<file path="config.mk">
export PLATFORM = sky130hd
export DESIGN_NAME = pcb_top
export DESIGN_NICKNAME = d
export VERILOG_FILES = /design/src/core/pcb_pkg.sv /design/src/core/pcb_top.sv
export SDC_FILE = /design/constraint.sdc
export NUM_CORES = 1
export LEC_CHECK = 0
export BUFFER_PORTS_ARGS = -buffer_cell sky130_fd_sc_hd__buf_4
export CORE_UTILIZATION = 35
export CTS_BUF_LIST = sky130_fd_sc_hd__clkbuf_4 sky130_fd_sc_hd__clkbuf_8 sky130_fd_sc_hd__clkbuf_16
export CTS_CLUSTER_DIAMETER = 60
export DETAILED_ROUTE_END_ITERATION = 10
export PLACE_DENSITY_LB_ADDON = 0.08
export SLEW_MARGIN = 15
export SYNTH_ARGS = -nofsm -noshare
export SYNTH_HDL_FRONTEND = slang
export SYNTH_SLANG_ARGS = --single-unit
</file>
<file path="constraint.sdc">
create_clock -name clk -period 3.4 [get_ports clk]
set_clock_uncertainty 0.2 [all_clocks]
set_input_delay 0.17 -clock clk [delete_from_list [all_inputs] [get_ports clk]]
set_output_delay 0.17 -clock clk [all_outputs]
set_load 0.02 [all_outputs]
</file>
<file path="src/core/pcb_pkg.sv">
package pcb_pkg;
  // Number of pins held in this bank.
  localparam int NPIN = 9;
  // Register indices; the byte address of each is four times its index.
  localparam logic [6:0] IDX_PIN_1_6    = 7'h29;
  localparam logic [6:0] IDX_PIN_1_7    = 7'h2a;
  localparam logic [6:0] IDX_PIN_2_0    = 7'h2b;
  localparam logic [6:0] IDX_PIN_2_1    = 7'h2c;
  localparam logic [6:0] IDX_PIN_2_2    = 7'h2d;
  localparam logic [6:0] IDX_RESERVED   = 7'h2e;
  localparam logic [6:0] IDX_PIN_2_4    = 7'h2f;
  localparam logic [6:0] IDX_PIN_2_5    = 7'h30;
  localparam logic [6:0] IDX_PIN_2_6    = 7'h31;
  localparam logic [6:0] IDX_PIN_2_7    = 7'h32;
  localparam logic [6:0] IDX_OUT_DATA   = 7'h40;
  localparam logic [6:0] IDX_IN_STATE   = 7'h41;
  localparam logic [6:0] IDX_INT_STATUS = 7'h42;
  localparam logic [6:0] IDX_INT_MASK   = 7'h43;
  // Index of each pin slot, in slot order.
  localparam logic [6:0] PIN_IDX [NPIN] = '{IDX_PIN_1_6, IDX_PIN_1_7, IDX_PIN_2_0,
    IDX_PIN_2_1, IDX_PIN_2_2, IDX_PIN_2_4, IDX_PIN_2_5, IDX_PIN_2_6, IDX_PIN_2_7};
  // Slot numbers that need special treatment.
  localparam int SLOT_1_6 = 0;
  localparam int SLOT_1_7 = 1;
  localparam int SLOT_2_0 = 2;
  localparam int SLOT_2_1 = 3;
  localparam int SLOT_2_2 = 4;
  localparam int SLOT_2_4 = 5;
  localparam int SLOT_2_5 = 6;
  localparam int SLOT_2_6 = 7;
  localparam int SLOT_2_7 = 8;
  localparam logic [3:0] SLOT_NONE = 4'hf;
  // Field positions inside a pin configuration byte.
  localparam int BIT_DIR    = 0;
  localparam int BIT_POL    = 1;
  localparam int BIT_SEL    = 2;
  localparam int BIT_SEL_HI = 3;
  localparam int BIT_OTYPE  = 7;
  // Reset value and writable-bit masks of a configuration byte.
  localparam logic [7:0] CFG_RESET  = 8'h01;
  localparam logic [7:0] MASK_STD   = 8'h87;
  localparam logic [7:0] MASK_WIDE  = 8'h8f;
  localparam logic [7:0] MASK_NOALT = 8'h83;
  // Bus responses.
  localparam logic [1:0] RESP_OKAY   = 2'h0;
  localparam logic [1:0] RESP_SLVERR = 2'h2;
  // Pin function as decoded from the selector field.
  typedef enum logic [1:0] {
    PCB_FN_GPIO   = 2'b00,
    PCB_FN_KBC    = 2'b01,
    PCB_FN_EDGE   = 2'b10,
    PCB_FN_FLOPPY = 2'b11
  } pcb_fn_t;
endpackage

</file>
<file path="src/core/pcb_top.sv">
`timescale 1ns/1ns
// Functional notes
// RULE1: Direction bit one means input, zero output.
// RULE2: Polarity bit one inverts the pin value.
// RULE3: Output-type bit one gives open drain.
// RULE4: Single selector bit one routes alternate function.
// RULE5: Pin 2.1 selector picks floppy, edge, keyboard.
// RULE6: Pin 2.2 selector picks motor, edge, keyboard.
// RULE7: Reserved slot between 2.2 and 2.4 reads zero.
// RULE8: Pin 2.4 has no alternate function.
// RULE9: Pin 2.5 alternate feeds the MIDI receiver.
// RULE10: Pin 2.6 alternate driven by MIDI transmitter.
// RULE11: Pin 2.0 alternate is keyboard port bit seven.
// RULE12: Pin 1.6 alternate is joystick two X.
// RULE13: Pin 1.7 alternate is joystick two Y.
// RULE14: Reserved configuration bits ignore writes, read zero.
// RULE15: Reset loads input, no invert, GPIO, push-pull.
module pcb_top import pcb_pkg::*; #(
  parameter int ADDR_W = 12
) (
  input  wire logic              clk,
  input  wire logic              nrst,
  input  wire logic [ADDR_W-1:0] s_axi_awaddr,
  input  wire logic              s_axi_awvalid,
  output logic                   s_axi_awready,
  input  wire logic [31:0]       s_axi_wdata,
  input  wire logic [3:0]        s_axi_wstrb,
  input  wire logic              s_axi_wvalid,
  output logic                   s_axi_wready,
  output logic [1:0]             s_axi_bresp,
  output logic                   s_axi_bvalid,
  input  wire logic              s_axi_bready,
  input  wire logic [ADDR_W-1:0] s_axi_araddr,
  input  wire logic              s_axi_arvalid,
  output logic                   s_axi_arready,
  output logic [31:0]            s_axi_rdata,
  output logic [1:0]             s_axi_rresp,
  output logic                   s_axi_rvalid,
  input  wire logic              s_axi_rready,
  input  wire logic [NPIN-1:0]   pin_in,
  output logic [NPIN-1:0]        pin_out,
  output logic [NPIN-1:0]        pin_oe,
  input  wire logic              kbc_port_bit7_out,
  input  wire logic              kbc_port_bit6_out,
  input  wire logic              kbc_port_bit2_out,
  input  wire logic              floppy_drive_select_one_n,
  input  wire logic              floppy_motor_select_one_n,
  input  wire logic              midi_transmit,
  input  wire logic              pin_2_7_alt_out,
  output logic                   kbc_port_bit7_in,
  output logic                   kbc_port_bit6_in,
  output logic                   kbc_port_bit2_in,
  output logic                   joystick_two_x_axis,
  output logic                   joystick_two_y_axis,
  output logic                   midi_receive,
  output logic                   pin_2_7_alt_in,
  output logic                   irq
);

  // Slot number of a configuration index, or SLOT_NONE.
  function automatic logic [3:0] slot_of(input logic [6:0] idx);
    logic [3:0] s;
    s = SLOT_NONE;
    for (int k = 0; k < NPIN; k++) begin
      if (PIN_IDX[k] == idx) begin
        s = 4'(k);
      end
    end
    return s;
  endfunction

  // Writable bits of each slot; everything else is reserved.
  function automatic logic [7:0] wmask(input int k);
    if (k == SLOT_2_1 || k == SLOT_2_2) begin
      return MASK_WIDE;
    end else if (k == SLOT_2_4) begin
      return MASK_NOALT;
    end else begin
      return MASK_STD;
    end
  endfunction

  // True for every index the slave answers with OKAY.
  function automatic logic is_mapped(input logic [6:0] idx);
    return (slot_of(idx) != SLOT_NONE) || idx == IDX_RESERVED || idx == IDX_OUT_DATA ||
           idx == IDX_IN_STATE || idx == IDX_INT_STATUS || idx == IDX_INT_MASK;
  endfunction

  logic [7:0]      cfg [NPIN];   // Pin configuration bytes.
  pcb_fn_t         fn [NPIN];    // Decoded function of each pin.
  logic [NPIN-1:0] out_data;     // Software output value of each pin.
  logic [1:0]      int_status;   // Sticky edge-interrupt events.
  logic [1:0]      int_mask;     // Enables of the status bits onto irq.
  logic [NPIN-1:0] sync_meta;    // First synchroniser stage; read only by sync_pin.
  logic [NPIN-1:0] sync_pin;     // Pin levels in the clock domain.
  logic [NPIN-1:0] prev_pin;     // Last cycle's synchronised level, for edges.
  logic [NPIN-1:0] in_val;       // Synchronised level after polarity.
  logic [NPIN-1:0] alt_src;      // Peripheral value offered to each pin.
  logic [NPIN-1:0] next_out;     // Pad data for the coming cycle.
  logic [NPIN-1:0] next_oe;      // Pad enable for the coming cycle.
  logic [1:0]      edge_evt;     // Either-edge events on pins 2.1 and 2.2.
  logic [1:0]      next_status;  // Status after set and clear.
  logic            have_aw;      // Write address held.
  logic            have_w;       // Write data held.
  logic [ADDR_W-1:0] wr_addr;    // Held write address.
  logic [31:0]     wr_data;      // Held write data.
  logic [3:0]      wr_strb;      // Held byte strobes.
  logic [6:0]      wr_idx;       // Register index of the held write.
  logic            wr_ok;        // Held write lands on a mapped register.
  logic            wr_fire;      // Write performed this cycle.
  logic [6:0]      rd_idx;       // Register index of the read request.
  logic [31:0]     rd_word;      // Read data for that index.

  // Two flops stand between each pad and any logic, since pads are asynchronous.
  always_ff @(posedge clk or negedge nrst) begin
    if (!nrst) begin
      sync_meta <= '0;
      sync_pin  <= '0;
      prev_pin  <= '0;
    end else begin
      sync_meta <= pin_in;
      sync_pin  <= sync_meta;
      prev_pin  <= sync_pin;
    end
  end

  // Per-pin decode of function, input value and pad drive.
  for (genvar k = 0; k < NPIN; k++) begin : g_pin
    logic src;
    logic val;
    always_comb begin
      if (k == SLOT_2_1 || k == SLOT_2_2) begin
        fn[k] = pcb_fn_t'(cfg[k][BIT_SEL_HI:BIT_SEL]); // RULE5 RULE6
      end else if (k == SLOT_2_4) begin
        fn[k] = PCB_FN_GPIO; // RULE8
      end else begin
        fn[k] = pcb_fn_t'({1'b0, cfg[k][BIT_SEL]}); // RULE4
      end
    end
    assign in_val[k] = sync_pin[k] ^ cfg[k][BIT_POL]; // RULE2
    // Alternate routing replaces the software value as the drive source.
    assign src = (fn[k] != PCB_FN_GPIO) ? alt_src[k] : out_data[k]; // RULE4
    assign val = src ^ cfg[k][BIT_POL]; // RULE2
    // Open drain only ever pulls low; a high value releases the pad.
    assign next_out[k] = cfg[k][BIT_OTYPE] ? 1'b0 : val; // RULE3
    assign next_oe[k]  = !cfg[k][BIT_DIR] && (!cfg[k][BIT_OTYPE] || !val); // RULE1 RULE3

  end

  // Peripheral outputs offered to the pins that can carry them.
  always_comb begin
    alt_src           = '0;
    alt_src[SLOT_2_0] = kbc_port_bit7_out; // RULE11
    // Pin 2.1 carries the drive select in the floppy mode, else the keyboard bit.
    alt_src[SLOT_2_1] = (fn[SLOT_2_1] == PCB_FN_FLOPPY) ? floppy_drive_select_one_n
                                                        : kbc_port_bit6_out; // RULE5
    alt_src[SLOT_2_2] = (fn[SLOT_2_2] == PCB_FN_FLOPPY) ? floppy_motor_select_one_n
                                                        : kbc_port_bit2_out; // RULE6
    alt_src[SLOT_2_6] = midi_transmit; // RULE10
    alt_src[SLOT_2_7] = pin_2_7_alt_out;
  end

  // Pads update once a cycle so every pad output comes from a flop.
  always_ff @(posedge clk or negedge nrst) begin
    if (!nrst) begin
      pin_out <= '0;
      pin_oe  <= '0;
    end else begin
      pin_out <= next_out;
      pin_oe  <= next_oe;
    end
  end

  // Inputs routed to peripherals; an unrouted input holds its idle level.
  always_ff @(posedge clk or negedge nrst) begin
    if (!nrst) begin
      joystick_two_x_axis <= 1'b0;
      joystick_two_y_axis <= 1'b0;
      kbc_port_bit7_in    <= 1'b0;
      kbc_port_bit6_in    <= 1'b0;
      kbc_port_bit2_in    <= 1'b0;
      midi_receive        <= 1'b1;
      pin_2_7_alt_in      <= 1'b0;
    end else begin
      joystick_two_x_axis <= (fn[SLOT_1_6] != PCB_FN_GPIO) && in_val[SLOT_1_6]; // RULE12
      joystick_two_y_axis <= (fn[SLOT_1_7] != PCB_FN_GPIO) && in_val[SLOT_1_7]; // RULE13
      kbc_port_bit7_in    <= (fn[SLOT_2_0] != PCB_FN_GPIO) && in_val[SLOT_2_0]; // RULE11
      kbc_port_bit6_in    <= (fn[SLOT_2_1] == PCB_FN_KBC) && in_val[SLOT_2_1]; // RULE5
      kbc_port_bit2_in    <= (fn[SLOT_2_2] == PCB_FN_KBC) && in_val[SLOT_2_2]; // RULE6
      // MIDI idles at mark, so an unrouted receiver sees a quiet line.
      midi_receive        <= (fn[SLOT_2_5] == PCB_FN_GPIO) || in_val[SLOT_2_5]; // RULE9
      pin_2_7_alt_in      <= (fn[SLOT_2_7] != PCB_FN_GPIO) && in_val[SLOT_2_7];
    end
  end

  // Either-edge interrupt inputs; raw levels are compared so a polarity change
  // does not fake an edge.
  assign edge_evt[0] = (fn[SLOT_2_1] == PCB_FN_EDGE) &&
                       (sync_pin[SLOT_2_1] != prev_pin[SLOT_2_1]); // RULE5
  assign edge_evt[1] = (fn[SLOT_2_2] == PCB_FN_EDGE) &&
                       (sync_pin[SLOT_2_2] != prev_pin[SLOT_2_2]); // RULE6

  // Write-one-to-clear; a new event in the clearing cycle is kept.
  always_comb begin
    next_status = int_status;
    // A refused write must not clear anything, so the mapped check is needed here too.
    if (wr_fire && wr_ok && wr_idx == IDX_INT_STATUS && wr_strb[0]) begin
      next_status = int_status & ~wr_data[1:0];
    end
    next_status = next_status | edge_evt;
  end

  // Status, and the interrupt level taken from the next status.
  always_ff @(posedge clk or negedge nrst) begin
    if (!nrst) begin
      int_status <= 2'h0;
      irq        <= 1'b0;
    end else begin
      int_status <= next_status;
      irq        <= |(next_status & int_mask);
    end
  end

  // Write channel capture; address and data are taken in either order.
  always_ff @(posedge clk or negedge nrst) begin
    if (!nrst) begin
      have_aw       <= 1'b0;
      have_w        <= 1'b0;
      s_axi_awready <= 1'b1;
      s_axi_wready  <= 1'b1;
      wr_addr       <= '0;
      wr_data       <= 32'h0;
      wr_strb       <= 4'h0;
    end else begin
      if (s_axi_awvalid && s_axi_awready) begin
        have_aw       <= 1'b1;
        s_axi_awready <= 1'b0;
        wr_addr       <= s_axi_awaddr;
      end else if (wr_fire) begin
        have_aw <= 1'b0;
      end else if (s_axi_bvalid && s_axi_bready) begin
        s_axi_awready <= 1'b1;
      end
      if (s_axi_wvalid && s_axi_wready) begin
        have_w       <= 1'b1;
        s_axi_wready <= 1'b0;
        wr_data      <= s_axi_wdata;
        wr_strb      <= s_axi_wstrb;
      end else if (wr_fire) begin
        have_w <= 1'b0;
      end else if (s_axi_bvalid && s_axi_bready) begin
        s_axi_wready <= 1'b1;
      end
    end
  end

  assign wr_idx  = wr_addr[8:2];
  assign wr_ok   = (wr_addr[ADDR_W-1:9] == '0) && is_mapped(wr_idx);
  assign wr_fire = have_aw && have_w && !s_axi_bvalid;

  // Write response one cycle after both halves are held.
  always_ff @(posedge clk or negedge nrst) begin
    if (!nrst) begin
      s_axi_bvalid <= 1'b0;
      s_axi_bresp  <= RESP_OKAY;
    end else if (wr_fire) begin
      s_axi_bvalid <= 1'b1;
      s_axi_bresp  <= wr_ok ? RESP_OKAY : RESP_SLVERR;
    end else if (s_axi_bready) begin
      s_axi_bvalid <= 1'b0;
    end
  end

  // Register updates; nrst low restores the defaults.
  for (genvar k = 0; k < NPIN; k++) begin : g_cfg
    always_ff @(posedge clk or negedge nrst) begin
      if (!nrst) begin
        cfg[k] <= CFG_RESET; // RULE15
      end else if (wr_fire && wr_ok && wr_strb[0] && slot_of(wr_idx) == 4'(k)) begin
        cfg[k] <= wr_data[7:0] & wmask(k); // RULE14 RULE8
      end
    end
  end

  // Software output value and interrupt mask.
  always_ff @(posedge clk or negedge nrst) begin
    if (!nrst) begin
      out_data <= '0;
      int_mask <= 2'h0;
    end else if (wr_fire && wr_ok) begin
      if (wr_idx == IDX_OUT_DATA && wr_strb[0]) begin
        out_data[7:0] <= wr_data[7:0];
      end
      if (wr_idx == IDX_OUT_DATA && wr_strb[1]) begin
        out_data[8] <= wr_data[8];
      end
      if (wr_idx == IDX_INT_MASK && wr_strb[0]) begin
        int_mask <= wr_data[1:0];
      end
    end
  end

  // Read data; the reserved slot and unmapped space read as zero.
  always_comb begin
    rd_idx  = s_axi_araddr[8:2];
    rd_word = 32'h0;
    if (slot_of(rd_idx) != SLOT_NONE) begin
      rd_word[7:0] = cfg[slot_of(rd_idx)];
    end else if (rd_idx == IDX_OUT_DATA) begin
      rd_word[NPIN-1:0] = out_data;
    end else if (rd_idx == IDX_IN_STATE) begin
      rd_word[NPIN-1:0] = in_val;
    end else if (rd_idx == IDX_INT_STATUS) begin
      rd_word[1:0] = int_status;
    end else if (rd_idx == IDX_INT_MASK) begin
      rd_word[1:0] = int_mask;
    end
    if (s_axi_araddr[ADDR_W-1:9] != '0) begin
      rd_word = 32'h0;
    end
  end

  // Read channel: one read at a time, data one cycle after the address.
  always_ff @(posedge clk or negedge nrst) begin
    if (!nrst) begin
      s_axi_arready <= 1'b1;
      s_axi_rvalid  <= 1'b0;
      s_axi_rdata   <= 32'h0;
      s_axi_rresp   <= RESP_OKAY;
    end else if (s_axi_arvalid && s_axi_arready) begin
      s_axi_arready <= 1'b0;
      s_axi_rvalid  <= 1'b1;
      s_axi_rdata   <= rd_word; // RULE7
      s_axi_rresp   <= ((s_axi_araddr[ADDR_W-1:9] == '0) && is_mapped(rd_idx))
                       ? RESP_OKAY : RESP_SLVERR;
    end else if (s_axi_rvalid && s_axi_rready) begin
      s_axi_rvalid  <= 1'b0;
      s_axi_arready <= 1'b1;
    end
  end
endmodule // pcb_top

</file>
==> flow_metrics.tcl <==
set metrics [dict create \
    clock-sinks 135 \
    timing.final.crit_share_pct 73.6 \
    cts_tree "done" \
    ys_warn_count 0 \
    num_vias 4218 \
    cts_resized 0 \
    violations "DRC" \
    dp_hpwl_um 10600 \
    m1WireLength_um 6790 \
    totalWireLength_um 15100 \
    cts_buffers 17 \
    grt_max_degree 82 \
    r2r-start "s_axi_bvalid" \
    yosys.cell_types.count 65 \
    met2_wirelength_um 7430 \
    final_nets 719 \
    startpoint_type "flip-flop" \
    worst_pin_slew_ns 0.760 \
    cp_max_fo 6 \
    die_area_sq_um 18100 \
    peakVddDrop_mv 0.338 \
    port_buffers 95 \
    start_util_pct 35.7 \
    drive_gt1_share_pct 35.0 \
    synthCells 501 \
    grt_pass1_vias 4416 \
    die_y_um 135 \
    die-width_um 135 \
    syn2layout_area_growth_pct 29.0 \
    h-tree-depth 4 \
    postLayoutCellArea_sq_um 7930 \
    track_usage_pct 17.8 \
    setup_viol 0 \
    cts_buffer_depth 2 \
    synth_top_area_share_pct 49.7 \
    core-area_sq_um 17200 \
    rsz0062_at_grt "false" \
    place.gp.congestion 0.865 \
    clk_pin_slew_ns 0.06 \
    ys_seq_elements 135 \
    antenna_left 0 \
    setup_tns_ns 0 \
    drcViolationCount 1 \
    synth_ff_type "dfrtp_1" \
    yosysTopAreaCell "dfrtp_1" \
    max_freq_mhz 400 \
    antenna_found_initial 0 \
    path_class "flip-flop to flip-flop" \
    holdCritStartpoint "s_axi_araddr[11]" \
    synthTopCellsByCount "dfrtp_1, mux2_2, nor2_1" \
    grt_first_pass_wirelength_um 24000 \
    timing.final.crit_period_ns 2.50 \
    placed_cell_area_sq_um 6910 \
    top_layer "met4" \
    io_pins 150 \
    drv_cap 0 \
    num_antenna_cells 0 \
    final_util_pct 46.0 \
    wl_met3_um 704 \
    overflow 0 \
    p_leak_nw 3.57 \
    wl_per_cell_um 17.3 \
    yosysMostFrequentCell "dfrtp_1" \
    endpoint_kind "flip-flop" \
    vias_per_cell 4.83 \
    avgSynthCellArea_sq_um 12.3 \
    first_pass_iters 7 \
    cp.required_ns 3.49 \
    rows 48 \
    clock-root-buffer "clkbuf_16" \
    synth.area.top_cells "dfrtp_1, mux2_2, dfstp_2" \
    insertion_delay_ns 0.42 \
    relSlewSlack_pct 49.3 \
    async_reset_ff_share_pct 100 \
    ys_seq_area_share_pct 55.2 \
    final_hold_viol_count 0 \
    drtIter0Drc 334 \
    syn_area_sq_um 6150 \
    synth_edf_count 0 \
    status "finished with violations" \
    critPathArrivalTime_ns 2.60 \
    hp-class "input port to flip-flop" \
    crit_start "s_axi_bvalid" \
    powerDensity_nw_per_um2 552 \
    final_max_slew_viol_count 0 \
]
[layout make-up]
cell class	count	area, sq um
fill	1622	9310
sequential	135	3390
multi-input combinational	334	2470
timing repair buffer	139	1170
clock buffer	23	489
tap	225	282
clock inverter	9	93.8
inverter	9	33.8
[metrics by stage]
step / power [mW] / cells / setup WS [ns] / hold slack [ns]
floorplan: 2.33 / 525 / 1.15 / -0.326
global placement: 2.55 / 799 / 0.932 / 0.0625
detailed placement: 2.56 / 799 / 0.886 / 0.0750
CTS: 4.43 / 874 / 0.875 / 0.0204
global route: 4.58 / 874 / 0.742 / 0.0551
finish: 4.38 / 874 / 0.897 / 0.0316
[timing repair]
action                    in CTS  in global routing
setup buffers                  0                  0
hold buffers                  43                  0
hold endpoints to repair     113                  0
[worst paths after layout]
kind                             endpoint  slack (ns)  depth (start not counted)
setup reg to reg                  cfg[50]        0.90                          5
hold reg to reg               sync_pin[1]        0.15                          0
hold / removal             s_axi_rresp[1]        0.03                          4
setup / recovery                  cfg[50]        0.90                          5
max in group asynchronous          cfg[0]        2.01                          3
min in group asynchronous    s_axi_rvalid        0.17                          2
[routing by layer]
layer  GRT usage, %  vias up
li1               -     1983
met1           23.3     2104
met2           29.6      115
met3           3.98       16
met4           5.06        0
met5              0        -
[worst max-delay path, stage by stage (launching register included)]
cell and delay, ns:
dfrtp_1 0.43, and3b_1 0.31, and2_1 0.26, nand3_2 0.17, nor3_1 0.59, mux2_2 0.41
[cells by family (layout without fill, tap and decap cells)]
logic type	count (synthesis)	after routing	share of synthesized area, %
AOI/OAI and AO/OA	71	71	7.88
and+or+nand+nor	130	130	11.7
DFF	135	135	55.2
buffers and inverters	56	180	6.11
muxes	86	86	15.9
other	1	25	0.0610
xor gates and xnor gates	22	22	3.13
[sequential cells by signal, indices dropped and copies added (netlist names), 9 cells and up]
name         count
sync_pin         9
s_axi_rdata      9
pin_oe           9
sync_meta        9
wr_addr         10
wr_data          9
pin_out          9
out_data         9
cfg             37
[power breakdown]
group / internal, mW / total [mW] / switching, mW
clock: 1.10 / 1.80 / 0.703
sequential: 1.78 / 2.04 / 0.256
combinational: 0.287 / 0.540 / 0.253
total: 3.16 / 4.38 / 1.21
[layout by cell type (no fill, tap or decap), types with 4 or more instances in the layout]
| cell | instances |
|---|---|
| a22oi_1 | 6 |
| xor2_1 | 8 |
| nor2b_1 | 19 |
| mux2i_1 | 16 |
| xnor2_1 | 14 |
| o21ai_0 | 18 |
| dfstp_2 | 13 |
| nand3_1 | 9 |
| nand3b_1 | 4 |
| a21oi_1 | 18 |
| dlygate4sd3_1 | 43 |
| buf_4 | 94 |
| mux2_2 | 67 |
| nor2_1 | 32 |
| nor3_1 | 8 |
| conb_1 | 25 |
| clkbuf_16 | 17 |
| and2_1 | 7 |
| inv_1 | 8 |
| nand2_1 | 28 |
| dfrtp_1 | 122 |
(Power assumes the default switching activity.)
